$ cat src/hdl/sio_regs.vh
// Purpose: register offsets, fields and reset values of the serial port
// Assumes: AXI4-Lite byte addresses, one 32-bit word per register
// Notes:   included by the serial port and its bench
`ifndef SIO_REGS_VH
`define SIO_REGS_VH
`define OFF_CTRL        8'h00
`define OFF_STATUS      8'h04
`define OFF_TXBUF       8'h08
`define OFF_RXBUF       8'h0C
`define OFF_TIMEBASE    8'h10
// control fields
`define CTRL_SCK_LO     0
`define CTRL_SCK_HI     2
`define CTRL_DIR        3
`define CTRL_MODE_LO    4
`define CTRL_MODE_HI    5
`define CTRL_START      6
`define CTRL_INHIBIT    7
`define CTRL_RESET      8'h00
// status fields
`define ST_ACTIVE       7
`define ST_SHIFT        6
`define ST_TXEMPTY      5
`define ST_RXFULL       4
`define ST_TX_UNDERRUN_FLAG        3
`define ST_RXERR        2
`define STATUS_RESET    8'h20
// timebase fields
`define TB_PRESCALE     0
`define TB_LOWPOWER     1
// codes
`define SCK_EXT         3'h7
`define SCK_SLOWEST     3'h0
`define MODE_TX         2'h0
`define MODE_RX         2'h1
`define MODE_TXRX       2'h2
// half periods in system clocks, HALF_FS4 in fs cycles: fc/2^n divides by 2^(n-1)
`define HALF_FC12       16'h0800
`define HALF_FS4        16'h0008
`define BYTE_BITS       4'h8
`endif

$ cat src/hdl/sio_axi_slave.v
// Purpose: AXI4-Lite slave producing single-cycle register strobes
// Assumes: one write and one read outstanding at most
// Notes:   answers OKAY always; unmapped reads return zero
`timescale 1ns/1ps
module sio_axi_slave (
	// clock and reset
	input  wire        clk_sys,
	input  wire        rst_n,
	// write channels
	input  wire [7:0]  s_axi_awaddr,
	input  wire        s_axi_awvalid,
	output reg         s_axi_awready,
	input  wire [31:0] s_axi_wdata,
	input  wire [3:0]  s_axi_wstrb,
	input  wire        s_axi_wvalid,
	output reg         s_axi_wready,
	output reg  [1:0]  s_axi_bresp,
	output reg         s_axi_bvalid,
	input  wire        s_axi_bready,
	// read channels
	input  wire [7:0]  s_axi_araddr,
	input  wire        s_axi_arvalid,
	output reg         s_axi_arready,
	output reg  [31:0] s_axi_rdata,
	output reg  [1:0]  s_axi_rresp,
	output reg         s_axi_rvalid,
	input  wire        s_axi_rready,
	// register side
	output reg         wr_en,
	output reg  [7:0]  wr_addr,
	output reg  [7:0]  wr_data,
	output reg         rd_en,
	output reg  [7:0]  rd_addr,
	input  wire [7:0]  rd_data
);
	reg have_aw;
	reg have_w;
	reg rd_wait;

	// write path: collect address and data in either order
	always @(posedge clk_sys) begin
		wr_en <= 1'b0;
		if (!rst_n) begin
			have_aw       <= 1'b0;
			have_w        <= 1'b0;
			s_axi_awready <= 1'b1;
			s_axi_wready  <= 1'b1;
			s_axi_bvalid  <= 1'b0;
			s_axi_bresp   <= 2'h0;
			wr_addr       <= 8'h00;
			wr_data       <= 8'h00;
		end else begin
			if (s_axi_awvalid && s_axi_awready) begin
				have_aw       <= 1'b1;
				s_axi_awready <= 1'b0;
				wr_addr       <= s_axi_awaddr;
			end
			if (s_axi_wvalid && s_axi_wready) begin
				have_w       <= 1'b1;
				s_axi_wready <= 1'b0;
				wr_data      <= s_axi_wstrb[0] ? s_axi_wdata[7:0] : 8'h00;
			end
			if (have_aw && have_w && !s_axi_bvalid) begin
				wr_en        <= 1'b1;
				s_axi_bvalid <= 1'b1;
			end
			if (s_axi_bvalid && s_axi_bready) begin
				s_axi_bvalid  <= 1'b0;
				have_aw       <= 1'b0;
				have_w        <= 1'b0;
				s_axi_awready <= 1'b1;
				s_axi_wready  <= 1'b1;
			end
		end
	end

	// read path: strobe, then data one cycle later
	always @(posedge clk_sys) begin
		rd_en <= 1'b0;
		if (!rst_n) begin
			s_axi_arready <= 1'b1;
			s_axi_rvalid  <= 1'b0;
			s_axi_rdata   <= 32'h00000000;
			s_axi_rresp   <= 2'h0;
			rd_addr       <= 8'h00;
			rd_wait       <= 1'b0;
		end else begin
			if (s_axi_arvalid && s_axi_arready) begin
				s_axi_arready <= 1'b0;
				rd_addr       <= s_axi_araddr;
				rd_en         <= 1'b1;
				rd_wait       <= 1'b1;
			end
			if (rd_wait) begin
				rd_wait      <= 1'b0;
				s_axi_rvalid <= 1'b1;
				s_axi_rdata  <= {24'h000000, rd_data};
			end
			if (s_axi_rvalid && s_axi_rready) begin
				s_axi_rvalid  <= 1'b0;
				s_axi_arready <= 1'b1;
			end
		end
	end
endmodule // sio_axi_slave

$ cat src/hdl/sio_port.v
// Purpose: clocked synchronous serial port, transmit side complete
// Assumes: registers over AXI4-Lite; pins come in unsynchronised
// Notes:   receive data is sampled into the receive buffer, errors on tx only
// Function
// RULE_01: internal clock code drives serial clock pin, idle high.
// RULE_02: code 000 is fc/2^12 or fs/2^4; 001..110 fc/2^8..2^3.
// RULE_03: internal clock halts when buffer late; resumes within one period.
// RULE_04: external code shifts on clock supplied by partner on pin.
// RULE_05: transmit on falling edge, sample receive on rising edge.
// RULE_06: software changes clock source or order only while idle.
// RULE_07: one order bit: 0 sends bit 7 first, 1 bit 0 first.
// RULE_08: mode code 00 selects transmit-only operation.
// RULE_09: mode code 01 receive-only, 10 transmit and receive.
// RULE_10: transmit buffer write clears the buffer-empty flag.
// RULE_11: transfer-active flag sets at next falling edge after start.
// RULE_12: data out on falling edges; shift flag high edges one to eight.
// RULE_13: buffer-empty set on rising edge; interrupt at next falling edge.
// RULE_14: internal clock waits for a buffer write before starting.
// RULE_15: internal clock loads buffer within one period, then clocks.
// RULE_16: external clock loads buffer at first falling edge after start.
// RULE_17: internal clock stops high after last bit without new byte.
// RULE_18: byte written early goes out back to back without gap.
// RULE_19: external underrun flags error at shift start, then interrupt.
// RULE_20: clearing start finishes byte, drops active, holds data high; with internal clock the code halts the clock mid-byte and keeps active set.
// RULE_21: external stop needs start cleared before next shift begins.
// RULE_22: inhibit aborts at once and reinitialises start, status, buffers.
// RULE_23: underrun flag cleared by writing 0 only; stop keeps it.
// RULE_24: external clock synchronised, edges detected in system domain.
// RULE_25: internal rates come from a free-running prescaler.
//
// The AXI4-Lite slave port and the address map were left to the implementer.
`timescale 1ns/1ps
`include "sio_regs.vh"
module sio_port #(
	parameter FS_DIV = 16'd6104 // system clocks per fs period
) (
	// clock and reset
	input  wire        clk_sys,
	input  wire        rst_n,
	// AXI4-Lite
	input  wire [7:0]  s_axi_awaddr,
	input  wire        s_axi_awvalid,
	output wire        s_axi_awready,
	input  wire [31:0] s_axi_wdata,
	input  wire [3:0]  s_axi_wstrb,
	input  wire        s_axi_wvalid,
	output wire        s_axi_wready,
	output wire [1:0]  s_axi_bresp,
	output wire        s_axi_bvalid,
	input  wire        s_axi_bready,
	input  wire [7:0]  s_axi_araddr,
	input  wire        s_axi_arvalid,
	output wire        s_axi_arready,
	output wire [31:0] s_axi_rdata,
	output wire [1:0]  s_axi_rresp,
	output wire        s_axi_rvalid,
	input  wire        s_axi_rready,
	// serial pins
	input  wire        serial_clock_pin_in,
	output reg         serial_clock_pin_out,
	output reg         serial_clock_pin_oe,
	output reg         serial_data_out_pin,
	input  wire        serial_data_in_pin,
	// event
	output reg         serial_irq
);
	wire       wr_en;
	wire [7:0] wr_addr;
	wire [7:0] wr_data;
	wire       rd_en;
	wire [7:0] rd_addr;
	reg  [7:0] rd_data;

	sio_axi_slave u_bus (
		.clk_sys       (clk_sys),
		.rst_n         (rst_n),
		.s_axi_awaddr  (s_axi_awaddr),
		.s_axi_awvalid (s_axi_awvalid),
		.s_axi_awready (s_axi_awready),
		.s_axi_wdata   (s_axi_wdata),
		.s_axi_wstrb   (s_axi_wstrb),
		.s_axi_wvalid  (s_axi_wvalid),
		.s_axi_wready  (s_axi_wready),
		.s_axi_bresp   (s_axi_bresp),
		.s_axi_bvalid  (s_axi_bvalid),
		.s_axi_bready  (s_axi_bready),
		.s_axi_araddr  (s_axi_araddr),
		.s_axi_arvalid (s_axi_arvalid),
		.s_axi_arready (s_axi_arready),
		.s_axi_rdata   (s_axi_rdata),
		.s_axi_rresp   (s_axi_rresp),
		.s_axi_rvalid  (s_axi_rvalid),
		.s_axi_rready  (s_axi_rready),
		.wr_en         (wr_en),
		.wr_addr       (wr_addr),
		.wr_data       (wr_data),
		.rd_en         (rd_en),
		.rd_addr       (rd_addr),
		.rd_data       (rd_data)
	);

	// registers
	reg [2:0]  clock_source;
	reg        bit_order_select;
	reg [1:0]  transfer_mode_field;
	reg        start_bit;
	reg        prescaler_source_bit;
	reg        low_speed_modes;
	reg [7:0]  transmit_buffer;
	reg [7:0]  receive_buffer;
	reg        transfer_active_flag;
	reg        shift_in_progress_flag;
	reg        tx_empty;
	reg        rx_full;
	reg        tx_underrun_flag;
	// engine state
	reg [7:0]  shifter;
	reg [3:0]  bit_cnt;
	reg        loaded;
	reg        irq_pend;
	reg [15:0] pre_cnt;
	reg [15:0] fs_cnt;
	reg        fs_tick;
	reg [3:0]  fs_sub;
	reg        ext_s1;
	reg        ext_s2;
	reg        ext_s3;
	reg        sdi_s1;
	reg        sdi_s2;

	wire wr_ctrl   = wr_en && (wr_addr == `OFF_CTRL);
	wire wr_status = wr_en && (wr_addr == `OFF_STATUS);
	wire wr_tx     = wr_en && (wr_addr == `OFF_TXBUF);
	wire wr_tb     = wr_en && (wr_addr == `OFF_TIMEBASE);
	wire rd_rx     = rd_en && (rd_addr == `OFF_RXBUF);
	wire inhibit   = wr_ctrl && wr_data[`CTRL_INHIBIT];
	wire ext_mode  = (clock_source == `SCK_EXT);
	wire use_fs    = prescaler_source_bit || low_speed_modes;
	wire tx_on     = (transfer_mode_field != `MODE_RX);
	wire rx_on     = (transfer_mode_field != `MODE_TX);

	// RULE_24 sync and edges
	always @(posedge clk_sys) begin
		if (!rst_n) begin
			ext_s1 <= 1'b1;
			ext_s2 <= 1'b1;
			ext_s3 <= 1'b1;
			sdi_s1 <= 1'b1;
			sdi_s2 <= 1'b1;
		end else begin
			ext_s1 <= serial_clock_pin_in;
			ext_s2 <= ext_s1;
			ext_s3 <= ext_s2;
			sdi_s1 <= serial_data_in_pin;
			sdi_s2 <= sdi_s1;
		end
	end
	wire ext_fall = ext_mode && ext_s3 && !ext_s2;
	wire ext_rise = ext_mode && !ext_s3 && ext_s2;

	// RULE_02 half period per clock code
	reg [15:0] half_len;
	always @* begin
		case (clock_source)
		3'h1: half_len = 16'h0080;
		3'h2: half_len = 16'h0040;
		3'h3: half_len = 16'h0020;
		3'h4: half_len = 16'h0010;
		3'h5: half_len = 16'h0008;
		3'h6: half_len = 16'h0004;
		default: half_len = `HALF_FC12;
		endcase
	end

	// RULE_25 free-running prescalers
	always @(posedge clk_sys) begin
		if (!rst_n) begin
			pre_cnt <= 16'h0000;
			fs_cnt  <= 16'h0000;
			fs_tick <= 1'b0;
			fs_sub  <= 4'h0;
		end else begin
			fs_tick <= 1'b0;
			if (fs_cnt >= FS_DIV - 16'd1) begin
				fs_cnt  <= 16'h0000;
				fs_tick <= 1'b1;
				fs_sub  <= fs_sub + 4'h1;
			end else begin
				fs_cnt <= fs_cnt + 16'h0001;
			end
			pre_cnt <= pre_cnt + 16'h0001;
		end
	end
	// half-period tick: fs/2^4 has a half period of 8 fs cycles
	wire fs_half  = fs_tick && (fs_sub[2:0] == 3'h7);
	wire pre_half = ((pre_cnt & (half_len - 16'h0001)) == (half_len - 16'h0001));
	wire int_tick = (use_fs && clock_source == `SCK_SLOWEST) ? fs_half :
			(low_speed_modes ? 1'b0 : pre_half);

	// internal clock edges: RULE_01 idle high, RULE_03 halt keeps it high
	wire byte_end  = (bit_cnt == `BYTE_BITS);
	// RULE_14 RULE_15 wait for data
	wire int_run   = !ext_mode && start_bit && (loaded || !tx_empty || !tx_on);
	// RULE_17 stop high when empty
	wire int_fall  = int_tick && serial_clock_pin_out && int_run && (!byte_end || !tx_empty
			|| !tx_on) && !(bit_cnt == 4'h0 && tx_on && tx_empty);
	wire int_rise  = int_tick && !serial_clock_pin_out;
	// RULE_04 partner clock when external
	wire sc_fall   = ext_mode ? ext_fall : int_fall;
	wire sc_rise   = ext_mode ? ext_rise : int_rise;
	wire new_byte  = sc_fall && (bit_cnt == 4'h0 || byte_end) && start_bit;
	wire next_bit  = bit_order_select ? shifter[0] : shifter[7];

	// clock pin driver
	always @(posedge clk_sys) begin
		if (!rst_n || inhibit) begin
			serial_clock_pin_out <= 1'b1;
			serial_clock_pin_oe  <= 1'b0;
		end else begin
			// RULE_01 drive only with internal clock
			serial_clock_pin_oe <= !ext_mode;
			if (int_fall)
				serial_clock_pin_out <= 1'b0;
			else if (int_rise || ext_mode)
				serial_clock_pin_out <= 1'b1;
		end
	end

	// shift engine
	always @(posedge clk_sys) begin
		if (!rst_n || inhibit) begin
			// RULE_22 abort at once
			shifter                <= 8'h00;
			bit_cnt                <= 4'h0;
			loaded                 <= 1'b0;
			irq_pend               <= 1'b0;
			serial_irq             <= 1'b0;
			transfer_active_flag   <= 1'b0;
			shift_in_progress_flag <= 1'b0;
			tx_empty               <= 1'b1;
			rx_full                <= 1'b0;
			tx_underrun_flag       <= 1'b0;
			serial_data_out_pin    <= 1'b1;
			receive_buffer         <= 8'h00;
			transmit_buffer        <= 8'h00;
		end else begin
			serial_irq <= 1'b0;
			if (wr_tx)
				transmit_buffer <= wr_data;
			if (rd_rx)
				rx_full <= 1'b0;
			// RULE_23 write 0 clears, write 1 ignored
			if (wr_status && !wr_data[`ST_TX_UNDERRUN_FLAG])
				tx_underrun_flag <= 1'b0;
			// RULE_10 buffer write clears empty
			if (wr_tx)
				tx_empty <= 1'b0;
			if (new_byte) begin
				// RULE_11 active on falling edge
				transfer_active_flag   <= 1'b1;
				// RULE_12 flag high edges one to eight
				shift_in_progress_flag <= 1'b1;
				bit_cnt                <= 4'h1;
				loaded                 <= 1'b1;
				// RULE_16 RULE_18 load at falling edge, no gap
				if (tx_on && !tx_empty) begin
					shifter             <= bit_order_select ? {1'b0, transmit_buffer[7:1]}
							: {transmit_buffer[6:0], 1'b0};
					serial_data_out_pin <= bit_order_select ? transmit_buffer[0]
							: transmit_buffer[7];
				end else if (tx_on) begin
					// RULE_19 underrun at shift start
					tx_underrun_flag <= 1'b1;
					irq_pend         <= 1'b1;
					serial_data_out_pin <= 1'b1;
				end
			end else if (sc_fall && bit_cnt != 4'h0 && !byte_end) begin
				// RULE_05 RULE_07 drive next bit on falling edge
				serial_data_out_pin <= tx_on ? next_bit : 1'b1;
				shifter <= bit_order_select ? {1'b0, shifter[7:1]} : {shifter[6:0], 1'b0};
				bit_cnt <= bit_cnt + 4'h1;
				// RULE_12 flag drops at eighth edge
				if (bit_cnt == 4'h7) begin
					bit_cnt                <= `BYTE_BITS;
					shift_in_progress_flag <= 1'b0;
				end
			end else if (byte_end && !start_bit && (ext_mode ? ext_s2
					: (int_tick && serial_clock_pin_out))) begin
				// RULE_20 stop after byte, data high
				transfer_active_flag <= 1'b0;
				bit_cnt              <= 4'h0;
				loaded               <= 1'b0;
				serial_data_out_pin  <= 1'b1;
			end
			// RULE_13 empty set on rising edge after load
			if (sc_rise && loaded && bit_cnt == 4'h1 && tx_on && !wr_tx) begin
				tx_empty <= 1'b1;
				irq_pend <= 1'b1;
			end
			// RULE_09 RULE_07 sample each rising edge
			if (sc_rise && rx_on && bit_cnt != 4'h0) begin
				receive_buffer <= bit_order_select ? {sdi_s2, receive_buffer[7:1]}
						: {receive_buffer[6:0], sdi_s2};
				if (byte_end)
					rx_full <= 1'b1;
			end
			// RULE_13 interrupt at following falling edge
			if (irq_pend && sc_fall && !new_byte) begin
				serial_irq <= 1'b1;
				irq_pend   <= 1'b0;
			end
			if (!start_bit && !transfer_active_flag)
				shift_in_progress_flag <= 1'b0;
		end
	end

	// control and timebase registers
	always @(posedge clk_sys) begin
		if (!rst_n) begin
			clock_source         <= 3'h0;
			bit_order_select     <= 1'b0;
			transfer_mode_field  <= `MODE_TX;
			start_bit            <= 1'b0;
			prescaler_source_bit <= 1'b0;
			low_speed_modes      <= 1'b0;
		end else begin
			if (wr_ctrl) begin
				clock_source        <= wr_data[`CTRL_SCK_HI:`CTRL_SCK_LO];
				bit_order_select    <= wr_data[`CTRL_DIR];
				// RULE_08 mode code select
				transfer_mode_field <= wr_data[`CTRL_MODE_HI:`CTRL_MODE_LO];
				// RULE_22 inhibit clears start
				start_bit <= wr_data[`CTRL_START] && !wr_data[`CTRL_INHIBIT];
			end
			if (wr_tb) begin
				prescaler_source_bit <= wr_data[`TB_PRESCALE];
				low_speed_modes      <= wr_data[`TB_LOWPOWER];
			end
		end
	end

	// read mux
	always @* begin
		case (rd_addr)
		`OFF_CTRL:     rd_data = {1'b0, start_bit, transfer_mode_field,
				bit_order_select, clock_source};
		`OFF_STATUS:   rd_data = {transfer_active_flag, shift_in_progress_flag, tx_empty,
				rx_full, tx_underrun_flag, 3'h0};
		`OFF_RXBUF:    rd_data = receive_buffer;
		`OFF_TIMEBASE: rd_data = {6'h00, low_speed_modes, prescaler_source_bit};
		default:       rd_data = 8'h00;
		endcase
	end
endmodule // sio_port

$ cat config.mk
export PLATFORM = sky130hd
export DESIGN_NAME = sio_port
export DESIGN_NICKNAME = d
export VERILOG_FILES = /design/src/hdl/sio_axi_slave.v /design/src/hdl/sio_port.v
export VERILOG_INCLUDE_DIRS = /design/src /design/src/hdl
export SDC_FILE = /design/constraint.sdc
export NUM_CORES = 1
export LEC_CHECK = 0
export ABC_AREA = 1
export ABC_CLOCK_PERIOD_IN_PS = 2200
export BUFFER_PORTS_ARGS = -buffer_cell sky130_fd_sc_hd__buf_2
export CAP_MARGIN = 20
export CORE_ASPECT_RATIO = 0.9
export CORE_MARGIN = 1
export CORE_UTILIZATION = 40
export CTS_CLUSTER_DIAMETER = 100
export DETAILED_ROUTE_END_ITERATION = 10
export PLACE_DENSITY = 0.72
export SKIP_CTS_REPAIR_TIMING = 1
export SLEW_MARGIN = 20
export SYNTH_ARGS = -nofsm -noshare
export SYNTH_HDL_FRONTEND = slang
export SYNTH_SLANG_ARGS = --single-unit
$ cat constraint.sdc
create_clock -name clk_sys -period 2.2 [get_ports clk_sys]
set_input_delay 0.22 -clock clk_sys [delete_from_list [all_inputs] [get_ports clk_sys]]
set_output_delay 0.22 -clock clk_sys [all_outputs]
set_load 0.005 [all_outputs]
==> impl_metrics.py, run 1 <==
metrics = {
    "placed_design": {
        "port-buffer-count": 50,
        "dp_hpwl_um": 9800,
        "routabilityCongestion": 0.911,
    },
    "setup_path": {
        "slowest_delay_ps": 370,
        "required_ps": 2510,
        "critical_path.max_fanout": 7,
        "path_cells": "inv_4 -> nand3_4 -> ha_4 -> nor2_4 -> nor2_2 -> nand2_1 -> nor2_1 -> nand3_1 -> nor2_1 -> nand3_1 -> nand2_2 -> nand3_2 -> nand2_4 -> buf_12 -> nand3_4 -> nand2_4 -> inv_8 -> nor2_1 -> nor2_1",
        "crit_top_cell": "nor2_1",
        "crit_type": "flip-flop to flip-flop",
        "cp.arrival_ps": 2680,
        "start_kind": "flip-flop",
        "critPathCaptureType": "flip-flop",
        "crit_slowest_cell": "dfxtp_4",
    },
    "cts": {
        "numCtsBuffers": 17,
        "clk_path_buf_depth": 2,
        "cts.sinks": 130,
        "cts_tree": "built",
        "clock_latency_ps": 410,
        "cts_max_level": 4,
        "cts-root-buf": "clkbuf_16",
        "path_clk_slew_ps": 50,
    },
    "die": {
        "chipWidth_um": 132,
        "dieArea_um2": 15700,
        "std_cell_rows": 42,
        "start_util_pct": 41.1,
        "ios": 106,
        "die_h_um": 119,
        "core_area_um2": 14800,
    },
    "global_routing": {
        "grt_use_total_pct": 18.3,
        "antenna_found_initial": 2,
        "first_global_vias": 5144,
        "grt_overflow": 0,
        "grt_max_degree": 32,
        "grt_pass1_wl_um": 23400,
    },
    "drt": {
        "drc_errors": 0,
        "drt_wl_total_um": 13900,
        "dr.pass1.iters": 5,
        "vias_per_cell": 4.81,
        "first_iter_violations": 367,
        "drtAntennaViolNets": 0,
        "routedWlPerCell_um": 12.1,
        "num_vias": 5527,
    },
    "pwr": {
        "p_leak_nw": 3.27,
        "vdd_drop_max_uv": 535,
        "powerDensity_nw_per_um2": 775,
        "power_mw": 5.83,
    },
    "sta": {
        "fin_setup_tns_ps": -2250,
        "final-hold-violation-count": 0,
        "setup_ws_ps": -166,
        "layout_min_cycle_time_ps": 2370,
        "setup_viol": 25,
        "fin_crit_sh_pct": 108,
        "slew_headroom_pct": 64.1,
        "max_freq_mhz": 423,
        "rsz0062_at_grt": "true",
        "worstMarginPinSlew_ps": 531,
        "fin_worst_skew_ps": 6.68,
        "slew_viol_final": 0,
    },
    "synth": {
        "synthAdderAreaFrac_pct": 2.27,
        "yosys.cell_types.count": 40,
        "yosysTopAreaCell": "dfxtp_1",
        "synth_ff_type": "dfxtp_1",
        "synth_warnings": 0,
        "syn_area_um2": 6070,
        "ys_seq_elements": 130,
        "synth_edf_count": 0,
        "synth_compound_area_share_pct": 13.3,
        "synthCells": 850,
        "async_reset_ff_share_pct": 0,
        "synth_xor_xnor_area_share_pct": 0.866,
        "yosys.area_share.simple_pct": 29.0,
        "syn_area_per_cell_um2": 7.14,
        "synth_top_family_by_area": "simple AND/OR/NAND/NOR gates",
        "synth_top_area_share_pct": 42.9,
        "synth-seq-area-share_pct": 42.9,
        "muxShareOfSynthArea_pct": 0.825,
        "synthTopCellsByArea": "dfxtp_1 43%, nand2_1 11%, nor2_1 7.5%",
    },
    "flow_run": {
        "drv_cap": 0,
    },
    "run_status": {
        "outcome": "complete, but fails checks",
        "violations": "negative setup slack",
    },
    "finish": {
        "antennaDiodeCount": 0,
        "synthToLayoutAreaGrowth_pct": 24.2,
        "fin_nets": 1009,
        "drive_gt1_share_pct": 19.2,
    },
    "worst_hold_path": {
        "hold_path.class": "primary input to flip-flop",
    },
}
## sequential cells by signal, summed over array words and instances (netlist names), 8 cells and up
register           cells
fs_cnt                16
pre_cnt               16
receive_buffer         8
shifter                8
transmit_buffer        8
u_bus.rd_addr          8
u_bus.s_axi_rdata      8
u_bus.wr_addr          8
u_bus.wr_data          8
## cells in the mapped netlist (2+ instances only)
cell      instances
nor3b_1           3
nand2_1         176
xor2_1            4
ha_1             11
nor2_2            2
buf_6             4
inv_2             5
mux2i_1           5
inv_1            79
dfxtp_1         130
o21a_1            3
a211oi_1          3
o21ai_0          57
and3_1            2
o22ai_1           3
o21ai_2           2
nand3b_1          2
nand3_2           4
nor4_1            3
o21ai_1           4
nor3_1           15
buf_1             2
nand4_1           9
xnor2_1           2
clkbuf_1         20
nand2_2           4
or2_2             4
buf_4            28
a21oi_1          71
nor2_1          121
nand3_1          60
o221ai_1          4
## worst max-delay path, delay by kind of cell, from the launching register on
kind	cells	cell delay, ps
buffers and inverters	3	260
DFF	1	370
and+or+nand+nor	15	1340
adders and majority gates	1	280
## where the power goes
part           switching [mW]  leakage [nW]  internal, mW  total (mW)
clock                    1.01         0.320          2.01        3.02
sequential             0.0560          1.06          2.44        2.50
combinational           0.206          1.89         0.117       0.323
## final cells by class
class / instances / area (µm²)
fill: 1421 / 7230
multi-input combinational: 612 / 3110
sequential: 130 / 2610
timing repair buffer: 92 / 599
clock buffer: 22 / 484
inverter: 84 / 325
tap: 198 / 248
clock inverter: 10 / 154
## kinds of logic (layout without fill, tap and decap cells)
family / Yosys count / after routing
AO/OA/AOI/OAI: 151 / 151
XOR/XNOR: 6 / 6
adder cells (fa/ha/maj): 11 / 11
buffers and inverters: 138 / 208
flip-flops: 130 / 130
multiplexers: 5 / 5
other: 1 / 31
AND/OR/NAND/NOR: 408 / 408
## layer usage
metal	track usage [%]	wire length, µm	vias up
met4	5.67	196	2
met2	30.5	6690	84
li1	-	-	2882
met1	23.0	6550	2537
met3	4.73	486	22
met5	0	13	-
## path summary, 6_finish.rpt
path	start	endpoint	slack, ps	cells past startpoint
setup / recovery	clock_source[1]	shifter[0]	-170	19
hold / removal	serial_clock_pin_in	ext_s1	20	2
setup reg to reg	clock_source[1]	shifter[0]	-170	19
hold reg to reg	ext_s1	ext_s2	410	1
## layout by cell type, fill, tap and decap left out, types with 15 or more instances in the layout
cell       instances
buf_2             50
nor3_1            15
nand2_1          171
inv_1             78
conb_1            31
nand3_1           54
nor2_1           107
buf_4             35
dfxtp_1          127
clkbuf_16         17
a21oi_1           67
o21ai_0           55
## per-stage QoR
step	util (%)	instance area, µm²	hold slack, ps	setup slack [ps]	cells
6_report	51.0	7530	17.4	-166	1148
5_1_grt	51.0	7530	11.1	-339	1148
4_1_cts	49.3	7280	-19.4	-246	1144
3_5_place_dp	45.0	6640	403	-197	1112
3_3_place_gp	45.0	6640	400	-148	1112
2_1_floorplan	-	6180	327	4.37	880
Power figures use the tool's default switching activity.
==> run 2: changes to the inputs <==
--- a/config.mk
+++ b/config.mk
@@ -10,12 +10,14 @@
 export ABC_CLOCK_PERIOD_IN_PS = 2200
 export BUFFER_PORTS_ARGS = -buffer_cell sky130_fd_sc_hd__buf_2
 export CAP_MARGIN = 20
+export CELL_PAD_IN_SITES_DETAIL_PLACEMENT = 2
+export CELL_PAD_IN_SITES_GLOBAL_PLACEMENT = 2
 export CORE_ASPECT_RATIO = 0.9
 export CORE_MARGIN = 1
-export CORE_UTILIZATION = 40
+export CORE_UTILIZATION = 28
 export CTS_CLUSTER_DIAMETER = 100
 export DETAILED_ROUTE_END_ITERATION = 10
-export PLACE_DENSITY = 0.72
+export PLACE_DENSITY = 0.84
 export SKIP_CTS_REPAIR_TIMING = 1
 export SLEW_MARGIN = 20
 export SYNTH_ARGS = -nofsm -noshare
==> run 2 against run 1 <==
  * The run still ends with negative setup slack left
  * Sequential share of layout area fell by 1.0 points
  * Final cell count is 8.7% higher
  * Combinational power grew 13%
  * Die area grew 42%
  * Hold slack improved by 29 ps
  * Critical path depth is 1 higher
  * Power up 1.4%
  * Clock skew up 4.9 ps
  * First-iteration DRC count shrank 27%
  * Design area rose by 3.0%
  * Worst setup slack got worse by 220 ps
  * Critical path type unchanged
  * Largest cell class unchanged
  * Highest routed layer is now met4
==> impl_metrics.py, run 2 (synthesis gave the netlist of run 1 again) <==
metrics = {
    "setup_path": {
        "worst_path_dominant_cell_family": "simple AND/OR/NAND/NOR gates",
        "r2r_cells": 20,
        "cp.arrival_ps": 2910,
        "crit_type": "flip-flop to flip-flop",
        "critPathCaptureType": "flip-flop",
        "crit_slowest_cell": "dfxtp_4",
        "critical_path.max_fanout": 5,
        "cp.depth": 20,
        "path_cells": "inv_4 -> nand3_4 -> ha_4 -> nor2_4 -> nor2_2 -> nand2_1 -> nor2_2 -> nand3_1 -> nor2_1 -> nand3_1 -> nand2_2 -> nand3_4 -> nand2_4 -> buf_12 -> buf_6 -> nand3_2 -> nand2_2 -> nand2_2 -> nand2_1 -> nand3_1",
        "slowest_delay_ps": 370,
        "start_kind": "flip-flop",
        "required_ps": 2530,
        "crit_buf_inv": 3,
    },
    "pwr": {
        "netSwitchingPower_mw": 1.46,
        "p_sw_share_pct": 24.7,
        "power_mw": 5.91,
        "vdd_drop_max_uv": 511,
        "seqPwrFrac_pct": 42.3,
        "p_int_mw": 4.45,
        "p_leak_nw": 3.28,
        "powerDensity_nw_per_um2": 762,
        "clock_power_share_pct": 51.5,
        "combPwrFrac_pct": 6.2,
    },
    "drt": {
        "highest_layer": "met4",
        "vias_per_cell": 4.81,
        "routedWlPerCell_um": 17.6,
        "wl_met2_um": 11200,
        "first_iter_violations": 268,
        "num_vias": 6005,
        "dr.pass1.iters": 4,
        "drtAntennaViolNets": 0,
        "drt_wl_total_um": 21900,
        "wl_met1_um": 9450,
        "dr_wl_met3_um": 718,
        "drc_errors": 0,
    },
    "run_status": {
        "outcome": "complete, but fails checks",
        "violations": "negative setup slack",
    },
    "placed_design": {
        "post-place-ws_ps": -449,
        "port-buffer-count": 50,
        "routabilityCongestion": 0.785,
        "place_area_um2": 6820,
        "dp_cells": 1206,
        "dp_hpwl_um": 14300,
    },
    "global_routing": {
        "first_global_vias": 6341,
        "grt_use_total_pct": 18.9,
        "grt_overflow": 0,
        "grt_max_degree": 24,
        "antenna_found_initial": 0,
        "grt_pass1_wl_um": 32700,
    },
    "sta": {
        "fin_setup_tns_ps": -8420,
        "setup_ws_ps": -382,
        "slew_headroom_pct": 59.3,
        "max_freq_mhz": 387,
        "layout_min_cycle_time_ps": 2580,
        "worstMarginPinSlew_ps": 610,
        "fin_crit_sh_pct": 117,
        "setup_viol": 29,
        "timing.hold.ws_ps": 46.3,
        "fin_worst_skew_ps": 11.5,
        "final-hold-violation-count": 0,
        "slew_viol_final": 0,
        "rsz0062_at_grt": "true",
    },
    "die": {
        "std_cell_rows": 50,
        "dieArea_um2": 22300,
        "die_h_um": 142,
        "core_area_um2": 21000,
        "chipWidth_um": 157,
        "start_util_pct": 28.9,
        "ios": 106,
    },
    "worst_hold_path": {
        "hold_depth": 3,
        "hold_path.class": "primary input to flip-flop",
    },
    "finish": {
        "drive_gt1_share_pct": 21.2,
        "largestRegisters": "fs_cnt (16), pre_cnt (16)",
        "synthToLayoutAreaGrowth_pct": 27.9,
        "mostFrequentLayoutCell": "nand2_1",
        "fillCellCount": 2465,
        "layout.cells.non_filler": 1248,
        "postLayoutCoreUtil_pct": 36.9,
        "fin_nets": 1021,
        "antennaDiodeCount": 0,
        "final_area_um2": 7760,
        "final_cell_mix": "165 x nand2_1, 127 x dfxtp_1, 108 x nor2_1, 76 x inv_1, 62 x a21oi_1",
    },
    "flow_run": {
        "drv_cap": 0,
    },
    "cts": {
        "numCtsBuffers": 17,
        "path_clk_slew_ps": 60,
        "clk_path_buf_depth": 2,
        "cts.sinks": 130,
        "clock_latency_ps": 440,
        "cts-root-buf": "clkbuf_16",
        "cts_max_level": 4,
        "cts_tree": "built",
    },
}
==> run 2: cell types whose count changed in the layout (fill, tap and decap cells not counted), moves of 4 or more <==
| cell | before | now |
|---|---|---|
| nand2_1 | 171 | 165 |
| a21oi_2 | 4 | 9 |
| a21oi_1 | 67 | 62 |
| clkinvlp_4 | 0 | 4 |
| clkbuf_8 | 4 | 0 |
| nand2_2 | 5 | 11 |
| nand3_2 | 8 | 4 |
| buf_4 | 35 | 44 |
==> run 2: power by group through the flow <==
stage | clock network (mW) | registers [mW] | logic (mW)
finish | 3.05 | 2.50 | 0.365
global route | 3.21 | 2.51 | 0.417
CTS | 3.10 | 2.50 | 0.350
detailed placement | 0 | 2.55 | 0.344
global placement | 0 | 2.55 | 0.321
floorplan | 0 | 2.53 | 0.254
==> run 2: area by class of cell <==
cell class                      count  area, µm²  share of cell area (%)
Timing Repair Buffer              104        717                    9.24
Multi-Input combinational cell    612       3130                    40.3
Clock inverter                     14        189                    2.43
Inverter                           84        327                    4.21
Tap cell                          286        358                    4.61
Clock buffer                       18        429                    5.53
Sequential cell                   130       2610                    33.7
==> run 2: path summary, 6_finish.rpt <==
check | start | to | slack [ps]
max | clock_source[0] | serial_data_out_pin | -380
min | s_axi_araddr[6] | u_bus.rd_addr[6] | 50
max reg2reg | clock_source[0] | serial_data_out_pin | -380
min reg2reg | sdi_s1 | sdi_s2 | 460
==> run 2: tightest hold or removal path, delay by kind of cell <==
| kind | cells | cell delay (ps) |
|---|---|---|
| AOI/OAI and AO/OA | 1 | 80 |
| and+or+nand+nor | 1 | 80 |
| buffers and inverters | 1 | 70 |
==> run 2: routing by layer <==
| layer | up-vias | track usage, % |
|---|---|---|
| li1 | 2904 | - |
| met1 | 2959 | 22.5 |
| met2 | 97 | 32.9 |
| met3 | 45 | 4.64 |
| met4 | 0 | 6.80 |
| met5 | - | 0 |
==> run 3: changes to the inputs <==
--- a/config.mk
+++ b/config.mk
@@ -6,7 +6,6 @@
 export SDC_FILE = /design/constraint.sdc
 export NUM_CORES = 1
 export LEC_CHECK = 0
-export ABC_AREA = 1
 export ABC_CLOCK_PERIOD_IN_PS = 2200
 export BUFFER_PORTS_ARGS = -buffer_cell sky130_fd_sc_hd__buf_2
 export CAP_MARGIN = 20
@@ -14,7 +13,7 @@
 export CELL_PAD_IN_SITES_GLOBAL_PLACEMENT = 2
 export CORE_ASPECT_RATIO = 0.9
 export CORE_MARGIN = 1
-export CORE_UTILIZATION = 28
+export CORE_UTILIZATION = 30
 export CTS_CLUSTER_DIAMETER = 100
 export DETAILED_ROUTE_END_ITERATION = 10
 export PLACE_DENSITY = 0.84
==> run 3 against run 2 <==
  * Critical path type unchanged
  * Sequential share of layout area down 1.7 points
  * Combinational power down 19%
  * Highest routed layer unchanged
  * Clock-buffer cell count up 1
  * Clock power down 7.2%
  * Utilization up 3.8 points
  * The flow finishes with violations (negative hold slack, negative setup slack)
  * Die area down 5.2%
  * Largest power group unchanged
  * Area after synthesis up 1.4%
  * Global-route usage up 2.1 points
==> impl_metrics.py, run 3 <==
metrics = {
    "die": {
        "core_area_um2": 20000,
        "start_util_pct": 30.7,
        "std_cell_rows": 49,
        "chipWidth_um": 153,
        "die_h_um": 138,
        "ios": 106,
        "dieArea_um2": 21100,
    },
    "pwr": {
        "p_leak_nw": 3.26,
        "powerDensity_nw_per_um2": 685,
        "vdd_drop_max_uv": 498,
    },
    "finish": {
        "synthToLayoutAreaGrowth_pct": 32.6,
        "mostFrequentLayoutCell": "dfxtp_1",
        "largestRegisters": "fs_cnt (16), pre_cnt (16)",
        "final_cell_mix": "127 x dfxtp_1, 76 x nor2_1, 76 x buf_4, 58 x nand2_1, 53 x a21oi_1",
        "final_area_um2": 8160,
        "antennaDiodeCount": 0,
        "fillCellCount": 2125,
        "fin_nets": 897,
        "drive_gt1_share_pct": 31.4,
        "register_area_um2": 2610,
        "multi_input_area_um2": 3600,
    },
    "synth": {
        "synth_edf_count": 0,
        "synth_ff_type": "dfxtp_1",
        "async_reset_ff_share_pct": 0,
        "synth_most_common_cell": "dfxtp_1",
        "syn_area_um2": 6150,
        "synthTopCellsByCount": "130 x dfxtp_1, 85 x nor2_1, 62 x nand2_1, 57 x a21oi_1, 55 x nand3_1",
        "ys_seq_elements": 130,
        "synthCells": 700,
        "yosysTopAreaCell": "dfxtp_1",
        "synthTopCellsByArea": "dfxtp_1 42%, nor2_1 5.2%, mux2i_1 4.9%",
        "synth-seq-area-share_pct": 42.3,
        "synth_warnings": 0,
        "synth_top_area_share_pct": 42.3,
        "syn_area_per_cell_um2": 8.79,
        "yosys.cell_types.count": 69,
    },
    "setup_path": {
        "required_ps": 2520,
        "critPathCaptureType": "flip-flop",
        "crit_type": "flip-flop to flip-flop",
        "start_kind": "flip-flop",
        "cp.arrival_ps": 3120,
        "rrSetupSlack_ps": -600,
        "critical_path.max_fanout": 6,
    },
    "sta": {
        "timing.hold.ws_ps": -2.11,
        "slew_headroom_pct": 29.8,
        "max_freq_mhz": 357,
        "fin_worst_skew_ps": 12.9,
        "setup_viol": 31,
        "layout_min_cycle_time_ps": 2800,
        "slew_viol_final": 0,
        "worstMarginPinSlew_ps": 1040,
        "rsz0062_at_grt": "true",
        "final-hold-violation-count": 1,
        "setup_ws_ps": -600,
        "fin_crit_sh_pct": 127,
    },
    "drt": {
        "drc_errors": 0,
        "first_iter_violations": 210,
        "drtAntennaViolNets": 0,
        "vias_per_cell": 5.31,
        "num_vias": 5808,
        "routedWlPerCell_um": 23.1,
        "drt_wl_total_um": 25300,
        "dr.pass1.iters": 4,
    },
    "cts": {
        "numCtsBuffers": 17,
        "clk_path_buf_depth": 2,
        "cts_tree": "built",
        "cts.sinks": 130,
        "cts-root-buf": "clkbuf_16",
        "cts_max_level": 4,
        "path_clk_slew_ps": 70,
        "clock_latency_ps": 440,
    },
    "placed_design": {
        "routabilityCongestion": 0.820,
        "post-place-ws_ps": -627,
        "place_area_um2": 7120,
        "dp_hpwl_um": 14300,
        "port-buffer-count": 50,
    },
    "global_routing": {
        "grt_use_total_pct": 21.0,
        "grt_max_degree": 39,
        "antenna_found_initial": 0,
        "first_global_vias": 6177,
        "grt_overflow": 0,
        "grt_pass1_wl_um": 34000,
    },
    "run_status": {
        "outcome": "complete, but fails checks",
        "violations": "negative hold slack, negative setup slack",
    },
    "worst_hold_path": {
        "hold_path.class": "primary input to flip-flop",
    },
    "flow_run": {
        "drv_cap": 0,
    },
}
run 3: changes by cell type after synthesis, sizes merged, moves of 13 or more:
| cell | previous run | this run |
|---|---|---|
| nand2 | 181 | 63 |
| inv | 84 | 15 |
| o21ai | 63 | 18 |
| nor2 | 124 | 85 |
| mux2i | 5 | 30 |
| a21oi | 71 | 58 |
run 3: final timing paths:
kind	start	end	cells after the start
worst min-delay path	s_axi_wvalid	u_bus.s_axi_wready	2
worst min register to register	ext_s1	ext_s2	1
worst max register to register	clock_source[2]	shifter[5]	12
worst max-delay path	clock_source[2]	shifter[5]	12
run 3: cells by family after synthesis:
logic type	Yosys count	synth area share (%)
compound gates	140	15.8
xor+xnor	25	3.56
fa+ha+maj	11	2.24
buf+inv	79	7.16
flops	130	42.3
mux	39	7.08
other cells	1	0.0609
simple gates	275	21.8
run 3: area by class of cell:
type,count,share of cell area (%)
Timing Repair Buffer,140,12.3
Inverter,15,0.751
Sequential cell,130,32.0
Clock buffer,19,5.43
Clock inverter,13,1.53
Tap cell,255,3.91
Multi-Input combinational cell,521,44.1
run 3: power by group:
group | switching [mW] | leakage (nW) | internal (mW)
combinational | 0.191 | 1.93 | 0.103
sequential | 0.0626 | 1.06 | 2.41
clock | 1.23 | 0.269 | 1.60
total | 1.48 | 3.26 | 4.11
run 3: routing by layer:
metal / routed length (µm) / GRT usage (%)
met5: 0 / 0
met4: 849 / 8.98
met3: 865 / 4.09
met2: 13200 / 38.0
met1: 10400 / 24.4
run 3: metrics by stage:
stage	total power, mW	utilization (%)	TNS [ps]	cells
global route	5.75	40.7	-16190	1093
floorplan	2.69	-	-8920	730
CTS	5.58	38.3	-16070	1079
detailed placement	2.78	35.5	-14230	1047
global placement	2.76	35.5	-9070	1047
finish	5.59	40.7	-13660	1093
run 3: worst max-delay path, stage by stage (launching register included):
cell and delay, ps:
dfxtp_4 380, nor2b_4 170, nand2_2 90, ha_4 190, a21boi_2 170, nor3_1 270, a211oi_2 120, a31oi_4 300
a31o_4 250, buf_8 140, mux2i_4 260, mux2i_2 110, a22o_1 220
